File: config.mk
export PLATFORM = sky130hd
export DESIGN_NAME = itm_timer
export DESIGN_NICKNAME = d
export VERILOG_FILES = /design/src/itm_pkg.sv /design/src/itm_timer.sv
export VERILOG_INCLUDE_DIRS = /design/src
export SDC_FILE = /design/constraint.sdc
export NUM_CORES = 1
export LEC_CHECK = 0
export ABC_AREA = 1
export BUFFER_PORTS_ARGS = -buffer_cell sky130_fd_sc_hd__buf_2
export CAP_MARGIN = 20
export CORE_MARGIN = 2
export CORE_UTILIZATION = 35
export CTS_CLUSTER_SIZE = 14
export DETAILED_ROUTE_END_ITERATION = 12
export GPL_TIMING_DRIVEN = 0
export SYNTH_ARGS = -nofsm -noshare
export SYNTH_HDL_FRONTEND = slang
export SYNTH_SLANG_ARGS = --single-unit
File: constraint.sdc
create_clock -name i_clk -period 5.7 [get_ports i_clk]
set_input_delay 0.57 -clock i_clk [delete_from_list [all_inputs] [get_ports i_clk]]
set_output_delay 0.57 -clock i_clk [all_outputs]
set_load 0.005 [all_outputs]
File: src/itm_cfg.svh
// constants of the interval timer channel: offsets, field positions, reset values
`ifndef ITM_CFG_SVH
`define ITM_CFG_SVH

// register offsets on the plain register port
`define ITM_OFS_COUNT 3'h0
`define ITM_OFS_CTRL 3'h1
`define ITM_OFS_GATE 3'h2
`define ITM_OFS_STATUS 3'h3
`define ITM_OFS_CE_LO 3'h4
`define ITM_OFS_CE_HI 3'h5

// gate port bit positions
`define ITM_GATE_BIT_T2 0
`define ITM_GATE_BIT_T3 6

// reset values
`define ITM_RST_GATE 8'h00
`define ITM_RST_COUNT 16'h0000
`define ITM_RST_CTRL 8'h34
`define ITM_RST_RDATA 8'h00

// counter constants
`define ITM_CE_ONE 16'h0001
`define ITM_CE_TWO 16'h0002
`define ITM_BCD_NINE 4'h9

`endif

File: src/itm_pkg.sv
// types of the interval timer channel
package itm_pkg;

  // counting modes, as coded in the control word
  typedef enum logic [2:0] {
    ITM_MODE_TERM   = 3'b000,
    ITM_MODE_ONESHOT = 3'b001,
    ITM_MODE_RATE   = 3'b010,
    ITM_MODE_SQUARE = 3'b011,
    ITM_MODE_SWSTB  = 3'b100,
    ITM_MODE_HWSTB  = 3'b101
  } itm_mode_e;

  // byte access formats for the initial count
  typedef enum logic [1:0] {
    ITM_FMT_LATCH = 2'b00,
    ITM_FMT_LSB   = 2'b01,
    ITM_FMT_MSB   = 2'b10,
    ITM_FMT_BOTH  = 2'b11
  } itm_fmt_e;

  // control word layout
  typedef struct packed {
    logic [1:0] sel;
    itm_fmt_e   fmt;
    logic [2:0] mode;
    logic       bcd;
  } itm_ctrl_s;

  // register port request
  typedef struct packed {
    logic [2:0] addr;
    logic [7:0] wdata;
    logic       wr;
    logic       rd;
  } itm_req_s;

endpackage

File: src/itm_timer.sv
// one 16-bit interval timer channel with rate, square, and strobe modes
`include "itm_cfg.svh"
module itm_timer (
  input wire logic i_clk,
  input wire logic i_nrst,
  input wire itm_pkg::itm_req_s i_req,
  output logic [7:0] o_rdata,
  input wire logic i_count_clock_in,
  output logic o_timer_out,
  output logic o_timer2_pin_out_n,
  output logic [1:0] o_gate_bits
);
  import itm_pkg::*;

  // decimal or binary decrement by one
  function automatic logic [15:0] itm_dec1(input logic [15:0] v, input logic bcd);
    logic [15:0] r;
    logic borrow;
    r = v;
    borrow = 1'b1;
    if (!bcd) begin
      r = v - `ITM_CE_ONE;
    end else begin
      for (int i = 0; i < 4; i++) begin
        if (borrow) begin
          if (v[4*i +: 4] == 4'h0) begin
            r[4*i +: 4] = `ITM_BCD_NINE;
          end else begin
            r[4*i +: 4] = v[4*i +: 4] - 4'h1;
            borrow = 1'b0;
          end
        end
      end
    end
    return r;
  endfunction

  // count clock pin synchroniser and edge detect
  logic cc_s1_q, cc_s2_q, cc_s3_q;
  logic cc_rise, cc_fall;

  always_ff @(posedge i_clk) begin
    if (!i_nrst) begin
      cc_s1_q <= 1'b0;
      cc_s2_q <= 1'b0;
      cc_s3_q <= 1'b0;
    end else begin
      cc_s1_q <= i_count_clock_in;
      cc_s2_q <= cc_s1_q;
      cc_s3_q <= cc_s2_q;
    end
  end

  assign cc_rise = cc_s2_q && !cc_s3_q;
  assign cc_fall = !cc_s2_q && cc_s3_q;

  // register port decode
  logic wr_count, wr_ctrl, wr_gate;
  assign wr_count = i_req.wr && (i_req.addr == `ITM_OFS_COUNT);
  assign wr_ctrl = i_req.wr && (i_req.addr == `ITM_OFS_CTRL)
                   && (i_req.wdata[5:4] != ITM_FMT_LATCH);
  assign wr_gate = i_req.wr && (i_req.addr == `ITM_OFS_GATE);

  // control word register
  itm_ctrl_s ctrl_q;
  logic [2:0] mode_w;
  assign mode_w = i_req.wdata[2] ? {1'b0, i_req.wdata[2:1]} : i_req.wdata[3:1];

  always_ff @(posedge i_clk) begin
    if (!i_nrst) begin
      ctrl_q <= `ITM_RST_CTRL;
    end else if (wr_ctrl) begin
      ctrl_q <= {i_req.wdata[7:4], mode_w, i_req.wdata[0]};
    end
  end

  // gate port, bits 0 and 6
  logic [7:0] gate_q;
  logic gate_rise, gate_fall;

  always_ff @(posedge i_clk) begin
    if (!i_nrst) begin
      gate_q <= `ITM_RST_GATE;
    end else if (wr_gate) begin
      gate_q <= i_req.wdata & 8'h41;
    end
  end

  assign gate_rise = wr_gate && i_req.wdata[`ITM_GATE_BIT_T2] && !gate_q[`ITM_GATE_BIT_T2];
  assign gate_fall = wr_gate && !i_req.wdata[`ITM_GATE_BIT_T2] && gate_q[`ITM_GATE_BIT_T2];

  // trigger flip-flop and gate sampling on count clock rise
  logic trig_ff_q, trig_s_q, gate_s_q;

  always_ff @(posedge i_clk) begin
    if (!i_nrst || wr_ctrl) begin
      trig_ff_q <= 1'b0;
      trig_s_q <= 1'b0;
      gate_s_q <= 1'b0;
    end else begin
      if (gate_rise) begin
        trig_ff_q <= 1'b1;
      end else if (cc_rise) begin
        trig_ff_q <= 1'b0;
      end
      if (cc_rise) begin
        trig_s_q <= trig_ff_q;
        gate_s_q <= gate_q[`ITM_GATE_BIT_T2];
      end
    end
  end

  // count holding register and byte sequencing
  logic [15:0] cr_q;
  logic msb_next_q, valid_q, cnt_done;

  assign cnt_done = wr_count && ((ctrl_q.fmt != ITM_FMT_BOTH) || msb_next_q);

  always_ff @(posedge i_clk) begin
    if (!i_nrst || wr_ctrl) begin
      cr_q <= `ITM_RST_COUNT;
      msb_next_q <= 1'b0;
      valid_q <= 1'b0;
    end else if (wr_count) begin
      case (ctrl_q.fmt)
        ITM_FMT_LSB: begin
          cr_q[7:0] <= i_req.wdata;
        end
        ITM_FMT_MSB: begin
          cr_q[15:8] <= i_req.wdata;
        end
        ITM_FMT_BOTH: begin
          if (msb_next_q) begin
            cr_q[15:8] <= i_req.wdata;
          end else begin
            cr_q[7:0] <= i_req.wdata;
          end
          msb_next_q <= !msb_next_q;
        end
        default: begin
          cr_q <= cr_q;
        end
      endcase
      if (cnt_done) begin
        valid_q <= 1'b1;
      end
    end
  end

  // counting element state
  logic [15:0] ce_q, ce_d, nxt1, nxt2, half_load;
  logic out_q, out_d, pend_q, pend_d, armed_q, armed_d, extra_q, extra_d, run_q, run_d;
  logic trig_load, gated, is_strobe;

  assign nxt1 = itm_dec1(ce_q, ctrl_q.bcd);
  assign nxt2 = itm_dec1(nxt1, ctrl_q.bcd);
  assign half_load = {cr_q[15:1], 1'b0};
  assign trig_load = trig_s_q && valid_q;
  assign gated = (ctrl_q.mode == ITM_MODE_TERM) || (ctrl_q.mode == ITM_MODE_SWSTB);
  assign is_strobe = ctrl_q.mode[2];

  // next state of counter and output
  always_comb begin
    ce_d = ce_q;
    out_d = out_q;
    pend_d = pend_q;
    armed_d = armed_q;
    extra_d = extra_q;
    run_d = run_q;
    if (wr_ctrl) begin
      out_d = (mode_w != ITM_MODE_TERM);
      pend_d = 1'b0;
      armed_d = 1'b0;
      extra_d = 1'b0;
      run_d = 1'b0;
    end else begin
      if (cc_fall) begin
        case (ctrl_q.mode)
          ITM_MODE_RATE: begin
            if (pend_q || trig_load) begin
              ce_d = cr_q;
              out_d = 1'b1;
              run_d = 1'b1;
              pend_d = 1'b0;
            end else if (run_q && gate_s_q) begin
              if (ce_q == `ITM_CE_ONE) begin
                ce_d = cr_q;
                out_d = 1'b1;
              end else begin
                ce_d = nxt1;
                out_d = (nxt1 != `ITM_CE_ONE);
              end
            end
          end
          ITM_MODE_SQUARE: begin
            if (pend_q || trig_load) begin
              ce_d = half_load;
              out_d = 1'b1;
              extra_d = 1'b0;
              run_d = 1'b1;
              pend_d = 1'b0;
            end else if (run_q && gate_s_q) begin
              if (extra_q) begin
                extra_d = 1'b0;
                out_d = 1'b0;
                ce_d = half_load;
              end else if (ce_q == `ITM_CE_TWO) begin
                if (out_q && cr_q[0]) begin
                  extra_d = 1'b1;
                end else begin
                  out_d = !out_q;
                  ce_d = half_load;
                end
              end else begin
                ce_d = nxt2;
              end
            end
          end
          default: begin
            if ((gated && pend_q) || (!gated && trig_load)) begin
              ce_d = cr_q;
              armed_d = 1'b1;
              run_d = 1'b1;
              pend_d = 1'b0;
              if (is_strobe) begin
                out_d = 1'b1;
              end
            end else if (run_q && (gate_s_q || !gated)) begin
              ce_d = nxt1;
              if (is_strobe) begin
                out_d = !(armed_q && (ce_q == `ITM_CE_ONE));
                if (armed_q && (ce_q == `ITM_CE_ONE)) begin
                  armed_d = 1'b0;
                end
              end
            end
          end
        endcase
      end
      // in rate and square mode a gate fall forces output high without a count clock pulse
      if (gate_fall && !out_q && (ctrl_q.mode[2:1] == 2'b01)) begin
        out_d = 1'b1;
      end
      // a complete count write requests a load in terminal and software strobe mode, or in rate and square mode while stopped; set wins over the clear
      if (cnt_done) begin
        if (gated || (!ctrl_q.mode[2] && ctrl_q.mode[1] && !run_q)) begin
          pend_d = 1'b1;
        end
      end
    end
  end

  // counter and output flip-flops
  always_ff @(posedge i_clk) begin
    if (!i_nrst) begin
      ce_q <= `ITM_RST_COUNT;
      out_q <= 1'b1;
      o_timer_out <= 1'b1;
      o_timer2_pin_out_n <= 1'b0;
      pend_q <= 1'b0;
      armed_q <= 1'b0;
      extra_q <= 1'b0;
      run_q <= 1'b0;
    end else begin
      ce_q <= ce_d;
      out_q <= out_d;
      o_timer_out <= out_d;
      o_timer2_pin_out_n <= !out_d;
      pend_q <= pend_d;
      armed_q <= armed_d;
      extra_q <= extra_d;
      run_q <= run_d;
    end
  end

  // gate bits shown on the port
  always_ff @(posedge i_clk) begin
    if (!i_nrst) begin
      o_gate_bits <= 2'b00;
    end else begin
      o_gate_bits <= {gate_q[`ITM_GATE_BIT_T3], gate_q[`ITM_GATE_BIT_T2]};
    end
  end

  // read data, one cycle after the read strobe
  always_ff @(posedge i_clk) begin
    if (!i_nrst) begin
      o_rdata <= `ITM_RST_RDATA;
    end else if (i_req.rd) begin
      case (i_req.addr)
        `ITM_OFS_CTRL: begin
          o_rdata <= ctrl_q;
        end
        `ITM_OFS_GATE: begin
          o_rdata <= gate_q;
        end
        `ITM_OFS_STATUS: begin
          o_rdata <= {out_q, pend_q, run_q, armed_q, extra_q, ctrl_q.mode};
        end
        `ITM_OFS_CE_LO: begin
          o_rdata <= ce_q[7:0];
        end
        `ITM_OFS_CE_HI: begin
          o_rdata <= ce_q[15:8];
        end
        default: begin
          o_rdata <= `ITM_RST_RDATA;
        end
      endcase
    end else begin
      o_rdata <= `ITM_RST_RDATA;
    end
  end

endmodule

* Word level (Yosys, flattened, before mapping)
Index checks and enable logic that the tools add are counted.
Storage, ports and cells: output and inout port bits 12, input bits 16, flip-flop bits (word level) 66, logic and storage cells 217
Cells by class: equality and inequality tests 22, bitwise logic cells 3, multiplexer cells 85, reductions and logical operators 73, add/sub/neg operators 10
Operator list (count):
- 16-bit two-way mux | 12
- 4-bit two-way mux | 14
- 1-bit two-way mux | 51
- 8-bit case mux with 5 select lines | 1
- 4-bit zero test | 8
- 16-bit case mux with 2 select lines | 1
- 8-bit case mux with 2 select lines | 2
- 16-bit by 1-bit subtractor with 16-bit output, second input constant | 2
- 4-bit by 1-bit subtractor with 4-bit output, second input constant | 8
- 1-bit logical AND | 22
- 2-bit nonzero test | 9
- 16-bit by 1-bit equality test with 1-bit output, second input constant | 1
- 16-bit by 2-bit equality test with 1-bit output, second input constant | 1
- 8-bit two-way mux | 2
- 16-bit by 1-bit != test with 1-bit output, second input constant | 1
- 3-bit by 2-bit equality test with 1-bit output, second input constant | 4
- 1-bit zero test | 12
- 3-bit AND reduction | 4
- 3-bit equality test, second input constant | 3
- 1-bit logical OR | 7
- 3-bit zero test | 2
- 2-bit != test, second input constant | 3
- 3-bit != test, second input constant | 2
- 2-bit AND reduction | 3
- other kinds (13) | 18

* Depth between registers and ports, before layout
Gate-level depths: netlist (run 1).
depth after elaboration 23, mapped depth 19, depth with buffers taken out 19

* Worst setup path before layout (run 1)
Ideal clock, no wire load.
path kind register to register, start point register ce_q[0], end point register ce_q[13], slack 3360 ps, buffers on the path 1, setup time 70 ps, data arrival time 2270 ps, stages on the path, launching flop included 16, period minus slack after synthesis 2340 ps, required time 5630 ps, path through dfxtp_1 inv_1 ha_1 nand3_4 nand2_4 nand2_1 nor2_1 or2_1 buf_4 ha_1 nand2_1 nor2_1 or2_0 o21ai_1 nand3_1 a21oi_1
Between the ends: cells in the longest elaborated chain, start to end 18, elaborated cells on any way between the ends 45, classes of those cells add/sub: 4; eq/ne: 3; mux: 32; reduce/logical: 6
RTL lines:
- start: declaration | RTL line itm_timer.sv:151 | logic [15:0] ce_q, ce_d, nxt1, nxt2, half_load;
- start signal: assignment | RTL line itm_timer.sv:256 | ce_q <= `ITM_RST_COUNT;
- branches (longest 18 deep; another with 16-bit by 1-bit subtractor with 16-bit output)
Several ways; the timed one is not identified. The select of a mux whose other input is x is not followed. A chain may end at the register's enable or synchronous reset.

* Worst setup path in the final report (run 1)
start point register ce_q[0], end point register out_q
Between the ends: cells in the longest elaborated chain, start to end 17, elaborated cells on any way between the ends 33, classes of those cells add/sub: 2; eq/ne: 3; mux: 25; reduce/logical: 3
RTL lines:
- 4-bit zero test | RTL line itm_timer.sv:26 | if (v[4*i +: 4] == 4'h0) begin
- 1-bit two-way mux | RTL line itm_timer.sv:26
- 1-bit two-way mux | RTL line itm_timer.sv:21 | if (!bcd) begin
- 1-bit two-way mux | RTL line itm_timer.sv:25 | if (borrow) begin
- 1-bit two-way mux | RTL line itm_timer.sv:21
- 1-bit two-way mux | RTL line itm_timer.sv:25
- 1-bit two-way mux | RTL line itm_timer.sv:21
- 4-bit two-way mux | RTL line itm_timer.sv:25
- 16-bit two-way mux | RTL line itm_timer.sv:21
- 16-bit by 1-bit != test with 1-bit output (no source line)
- 1-bit two-way mux | RTL line itm_timer.sv:186 | if (ce_q == `ITM_CE_ONE) begin
- 1-bit two-way mux | RTL line itm_timer.sv:185 | end else if (run_q && gate_s_q) begin
- 1-bit two-way mux | RTL line itm_timer.sv:180 | if (pend_q || trig_load) begin
- 1-bit case mux with 2 select lines * | RTL line itm_timer.sv:178 | case (ctrl_q.mode)
- 1-bit two-way mux * | RTL line itm_timer.sv:177 | if (cc_fall) begin
- 1-bit two-way mux * | RTL line itm_timer.sv:241 | if (gate_fall && !out_q && (ctrl_q.mode[2:1] == 2'b01)) begin
- 1-bit two-way mux * | RTL line itm_timer.sv:170 | if (wr_ctrl) begin
- end signal: assignment | RTL line itm_timer.sv:266 | out_q <= out_d;
- end: declaration | RTL line itm_timer.sv:152 | logic out_q, out_d, pend_q, pend_d, armed_q, armed_d, extra_q, extra_d, run_q, run_d;
Mark *: on every way between the ends. The rest lies on a longest branch, timed or not. The select of a mux whose other input is x is not followed.

==> flow_summary.json, run 1 <==
{
  "status": "finished clean",
  "nets": 784,
  "grt_pass1_vias": 4430,
  "cts_hold_buf": 0,
  "clk_latency_ns": 0.34,
  "crit_type": "flop to flop",
  "antenna_found_initial": 0,
  "cts_resized": 0,
  "core_sq_um": 12720,
  "syn_area_per_cell_sq_um": 6.381,
  "ys_warn_count": 0,
  "clk_pin_slew_ns": 0.06,
  "max_freq_mhz": 348.1,
  "drc_errors": 0,
  "routabilityCongestion": 0.9600,
  "power.leakage_nw": 2.403,
  "die_width_um": 118.8,
  "floorplan.initialDensity_pct": 36.26,
  "syn_inst": 723,
  "vias_per_cell": 5.201,
  "hold_depth": 2,
  "die_area_sq_um": 14110,
  "min_from": "cc_s1_q",
  "crit_top_cell": "nand2_1",
  "syn_area_sq_um": 4613,
  "maxSlewViolCount": 0,
  "rsz0062_at_grt": "no",
  "design_area_sq_um": 5276,
  "n_antenna_cell": 0,
  "slew-limit-headroom_pct": 34.79,
  "startpoint_type": "flop",
  "switching_power_mw": 0.3182,
  "comb_power_share_pct": 11.6,
  "cts_buffers": 9,
  "cp_slowest_cell": "dfxtp_1",
  "clkPwrFrac_pct": 48.5,
  "worstPathMaxFanout": 7,
  "finalCritPeriodShare_pct": 50.40,
  "startpoint": "ce_q[0]",
  "wirelength_um": 14580,
  "areaGrowthSynthToFinish_pct": 14.37,
  "placed_cell_area_sq_um": 4964,
  "root_buffer": "clkbuf_16",
  "cts_buffer_depth": 2,
  "ir_drop_v": 0.0001188,
  "grt_overflow": 0,
  "hold_viol": 0,
  "finalCriticalPeriod_ns": 2.873,
  "ys_types": 48,
  "arrival_ns": 3.08,
  "r2r_start": "ce_q[0]",
  "cp_cell_sequence": "inv_1 -> ha_1 -> nand2_4 -> nor2_4 -> nand2_2 -> nand2_1 -> nand3_1 -> nand2_1 -> ha_1 -> nand2_1 -> nor2_1 -> nand4_1 -> nand2_1 -> nand2_1 -> nand2_1 -> nand2_1 -> nand2_1 -> nand2_1",
  "min_path_type": "flop to flop",
  "post_cts_buffers": 0,
  "num_vias": 4879,
  "ios": 28,
  "grt_use_total_pct": 21.04,
  "synth_nets": 746,
  "die_h_um": 118.8,
  "switching_share_pct": 26.69,
  "drt-initial-drc-count": 525,
  "num_rows": 41,
  "worst_pin_slew_ns": 0.9707,
  "power_density_nw_per_um2": 226.0,
  "sequentialPowerShare_pct": 39.9,
  "ff2ff_path_depth": 18,
  "dp_hpwl_um": 11270,
  "endpoint_kind": "flop",
  "wl_per_cell_um": 15.54,
  "grt_max_degree": 13,
  "dr.pass1.iters": 5,
  "grt_pass1_wl_um": 23410,
  "p_total_mw": 1.192,
  "ant_nets": 0,
  "maxCapViolCount": 0,
  "fin_skew_ns": 0.006197,
  "tns_ns": 0,
  "cp_slowest_stage_delay_ns": 0.36,
  "critPathRequiredTime_ns": 5.91,
  "cts.sinks": 66,
  "internal-power_mw": 0.8740,
  "yosysSeqAreaShare_pct": 28.64,
  "setup_violations": 0,
  "cts_tree": "built",
  "drive_gt1_share_pct": 15.27,
  "ctsHtreeMaxLevel": 3,
  "synth-seq-cells": 66,
  "io_buffers": 27
}
[metal layers]
layer | part of all wire (%) | GRT usage (%)
met5 | 0 | 0
met4 | 2.5 | 9.375
met3 | 6.0 | 2.606
met2 | 42 | 30.75
met1 | 49 | 30.66
[sequential cells by signal (all words and copies together), names as in the netlist, 2 cells and up]
register and cells:
ce_q 16, cr_q 16, ctrl_q 8, gate_q 2, o_gate_bits 2, o_rdata 8
[path summary, 6_finish.rpt]
path / to / slack, ns
worst min-delay path: cc_s2_q / 0.41
worst max register to register: out_q / 2.83
worst min register to register: cc_s2_q / 0.41
worst max-delay path: out_q / 2.83
[cell usage in the layout (no fill, tap or decap), drive strengths merged, types with 6 or more instances in the layout]
master  synthesis  routed
a21oi          65      65
a221oi         10      10
buf             7      34
clkbuf          8      19
clkinv          4       6
dfxtp          66      66
ha              7       7
inv            86      87
nand2         199     199
nand3          82      82
nand4           8       8
nor2           73      73
o211ai          6       6
o21ai          63      63
o22ai           7       7
[logic make-up (layout without fill, tap and decap cells)]
logic type / Yosys count / after routing / share of synthesized area (%)
and+or+nand+nor: 376 / 376 / 39.41
AOI/OAI and AO/OA: 164 / 164 / 20.10
buffers and inverters: 105 / 148 / 9.004
DFF: 66 / 66 / 28.64
adders and majority gates: 7 / 7 / 1.898
xor gates and xnor gates: 5 / 5 / 0.9492
[through the flow]
step	hold WS [ns]	util, %	worst slack (ns)	cells
final	0.4095	41.47	2.827	938
after global routing	0.4330	41.47	2.557	938
after CTS	0.4043	41.47	2.843	938
after detailed placement	0.3972	39.01	2.860	922
after global placement	0.3977	39.01	2.849	922
after floorplan	0.3905	-	3.360	723
[critical path, delay by kind of cell (launching register included)]
kind | cells | cell delay (ns)
buffers and inverters | 1 | 0.22
adder cells (fa/ha/maj) | 2 | 0.63
flip-flops | 1 | 0.36
AND/OR/NAND/NOR | 15 | 1.56
[power groups by stage]
stage          sequential, mW  combinational, mW  clock (mW)
6_report                0.476              0.138       0.578
5_1_grt                 0.476              0.155       0.605
4_1_cts                 0.475              0.137       0.586
3_5_place_dp            0.485              0.136           0
3_3_place_gp            0.485              0.137           0
2_1_floorplan           0.483             0.0963           0
[layout make-up]
| class | count | area (sq um) |
|---|---|---|
| tap | 172 | 215.2 |
| clock buffer | 11 | 252.7 |
| fill | 1403 | 7446 |
| inverter | 90 | 337.8 |
| timing repair buffer | 27 | 135.1 |
| multi-input combinational | 552 | 2877 |
| clock inverter | 5 | 60.06 |
| sequential | 66 | 1321 |
| buffer | 15 | 77.57 |
[synth_stat cells, drive strengths merged]
| library cell | count | share of area (%) |
|---|---|---|
| nand2 | 199 | 18 |
| inv | 86 | 7.0 |
| nand3 | 82 | 10 |
| nor2 | 73 | 8.1 |
| dfxtp | 66 | 29 |
| a21oi | 65 | 7.1 |
| o21ai | 63 | 6.9 |
| a221oi | 10 | 1.9 |
| clkbuf | 8 | 0.68 |
| nand4 | 8 | 1.2 |
| buf | 7 | 1.0 |
| ha | 7 | 1.9 |
| o22ai | 7 | 0.95 |
| o211ai | 6 | 1.1 |
| a211oi | 5 | 0.81 |
| or2 | 5 | 0.73 |
| clkinv | 4 | 0.33 |
| nor3 | 4 | 0.43 |
| xor2 | 4 | 0.76 |
| a31oi | 3 | 0.41 |
| and2 | 2 | 0.27 |
| nor4 | 2 | 0.27 |
| a41o | 1 | 0.22 |
| and3 | 1 | 0.14 |
| o2111ai | 1 | 0.19 |
| o21a | 1 | 0.16 |
| o21bai | 1 | 0.16 |
| o31ai | 1 | 0.16 |
| xnor2 | 1 | 0.19 |
Note: power is estimated with default switching activity, not from simulation.
==> run 2: changes to the inputs <==
==> constraint.sdc (replaced) <==
create_clock -name i_clk -period 2.86 [get_ports i_clk]
set_input_delay 0.286 -clock i_clk [delete_from_list [all_inputs] [get_ports i_clk]]
set_output_delay 0.286 -clock i_clk [all_outputs]
set_load 0.005 [all_outputs]
==> flow_summary.json, run 2 (synthesized netlist as in run 1, its figures left out) <==
{
  "areaGrowthSynthToFinish_pct": 14.78,
  "max_freq_mhz": 377.3,
  "fin_skew_ns": 0.006555,
  "die_h_um": 118.8,
  "wl_met3_um": 952,
  "root_buffer": "clkbuf_16",
  "ant_nets": 0,
  "core_sq_um": 12720,
  "grt_pass1_vias": 4430,
  "hold_viol": 0,
  "ios": 28,
  "grt_pass1_wl_um": 23410,
  "vias_per_cell": 5.207,
  "drt-initial-drc-count": 494,
  "crit_end": "ce_q[0]",
  "top_layer_used": "met4",
  "wirelength_um": 14550,
  "regToRegSetupSlack_ns": 0.21,
  "critPathRequiredTime_ns": 3.08,
  "cts_buffers": 9,
  "slew-limit-headroom_pct": 34.81,
  "grt_use_total_pct": 21.04,
  "r2r_start": "ce_q[8]",
  "io_buffers": 27,
  "num_vias": 4884,
  "min_path_type": "input pin to flop",
  "largestRegisters": "ce_q: 16 flops, cr_q: 16 flops",
  "drive_gt1_share_pct": 16.06,
  "fin_ws_ns": 0.2099,
  "finalCritPeriodShare_pct": 92.66,
  "reg2reg_to": "ce_q[0]",
  "ff2ff_path_depth": 11,
  "grt_max_degree": 13,
  "clk_pin_slew_ns": 0.06,
  "cts_tree": "built",
  "endpoint_kind": "flop",
  "dpl_worst_slack_ns": 0.01998,
  "tns_ns": 0,
  "hold_depth": 3,
  "nFillCells": 1400,
  "placed_cell_area_sq_um": 4964,
  "die_width_um": 118.8,
  "post_cts_buffers": 0,
  "cts.sinks": 66,
  "ctsHtreeMaxLevel": 3,
  "layout_commonest_cell": "nand2_1",
  "arrival_ns": 2.87,
  "design_area_sq_um": 5295,
  "antenna_found_initial": 0,
  "maxCapViolCount": 0,
  "floorplan.initialDensity_pct": 36.26,
  "power.leakage_nw": 2.401,
  "nets": 784,
  "wl_met1_um": 7062,
  "worst_pin_slew_ns": 0.9705,
  "startpoint": "ce_q[8]",
  "wl_met2_um": 6147,
  "ir_drop_v": 0.0002367,
  "startpoint_type": "flop",
  "crit_type": "flop to flop",
  "maxSlewViolCount": 0,
  "n_antenna_cell": 0,
  "die_area_sq_um": 14110,
  "worstPathMaxFanout": 10,
  "mostFrequentLayoutCells": "nand2_1, nand3_1, inv_1",
  "cts_buffer_depth": 2,
  "finalCriticalPeriod_ns": 2.650,
  "drc_errors": 0,
  "power_density_nw_per_um2": 448.9,
  "dp_hpwl_um": 11270,
  "wl_per_cell_um": 15.51,
  "rsz0062_at_grt": "no",
  "num_rows": 41,
  "grt_overflow": 0,
  "clk_latency_ns": 0.34,
  "routabilityCongestion": 0.9600,
  "status": "finished clean",
  "dr.pass1.iters": 5,
  "setup_violations": 0
}
run 2: cell counts in the layout (fill, tap and decap cells not counted):
No cell type changed its count.
run 2: area by class of cell:
| cell class | count | area [sq um] | share of cell area (%) |
|---|---|---|---|
| Clock buffer | 11 | 252.7 | 4.773 |
| Timing Repair Buffer | 27 | 135.1 | 2.552 |
| Sequential cell | 66 | 1323 | 24.98 |
| Tap cell | 172 | 215.2 | 4.064 |
| Buffer | 15 | 77.57 | 1.465 |
| Inverter | 90 | 337.8 | 6.380 |
| Multi-Input combinational cell | 552 | 2894 | 54.66 |
| Clock inverter | 5 | 60.06 | 1.134 |
run 2: per-layer routing:
metal | up-vias | GRT usage [%]
met5 | - | 0
met4 | 0 | 9.375
met2 | 161 | 30.75
met1 | 2201 | 30.66
li1 | 2497 | -
met3 | 25 | 2.606
run 2: worst min path at each step:
| stage | start | endpoint | slack (ns) |
|---|---|---|---|
| final | i_count_clock_in | cc_s1_q | 0.13 |
| after global routing | i_count_clock_in | cc_s1_q | 0.15 |
| after CTS | i_count_clock_in | cc_s1_q | 0.12 |
| after detailed placement | cc_s1_q | cc_s2_q | 0.40 |
| after global placement | cc_s1_q | cc_s2_q | 0.40 |
| after floorplan | i_count_clock_in | cc_s1_q | 0.38 |
run 2: power breakdown:
part / leakage, nW / internal [mW] / total [mW] / switching, mW
clock: 0.152 / 0.725 / 1.15 / 0.428
combinational: 1.72 / 0.0829 / 0.276 / 0.193
sequential: 0.534 / 0.935 / 0.948 / 0.0133
total: 2.40 / 1.74 / 2.38 / 0.635
run 2: what timing repair did:
item	in CTS	in global routing
resized for setup	0	7
endpoints found under the setup margin	0	4
hold buffers	0	0
run 2: stage by stage:
stage	utilization (%)	power, mW	instances	hold slack, ns
2_1_floorplan	-	1.155	723	0.3836
3_3_place_gp	39.01	1.240	922	0.3977
3_5_place_dp	39.01	1.239	922	0.3972
4_1_cts	41.47	2.388	938	0.1203
5_1_grt	41.62	2.464	938	0.1490
6_report	41.62	2.377	938	0.1273
run 2: worst max-delay path: stages, from the launching register on:
cell      delay (ns)
dfxtp_1         0.39
nor2_2          0.26
nand2_1         0.18
nor2_1          0.28
nand3_1         0.22
clkinv_1        0.13
nand3_2         0.10
o211ai_2        0.32
inv_2           0.14
clkbuf_2        0.24
o21ai_0         0.21
a21oi_1         0.06
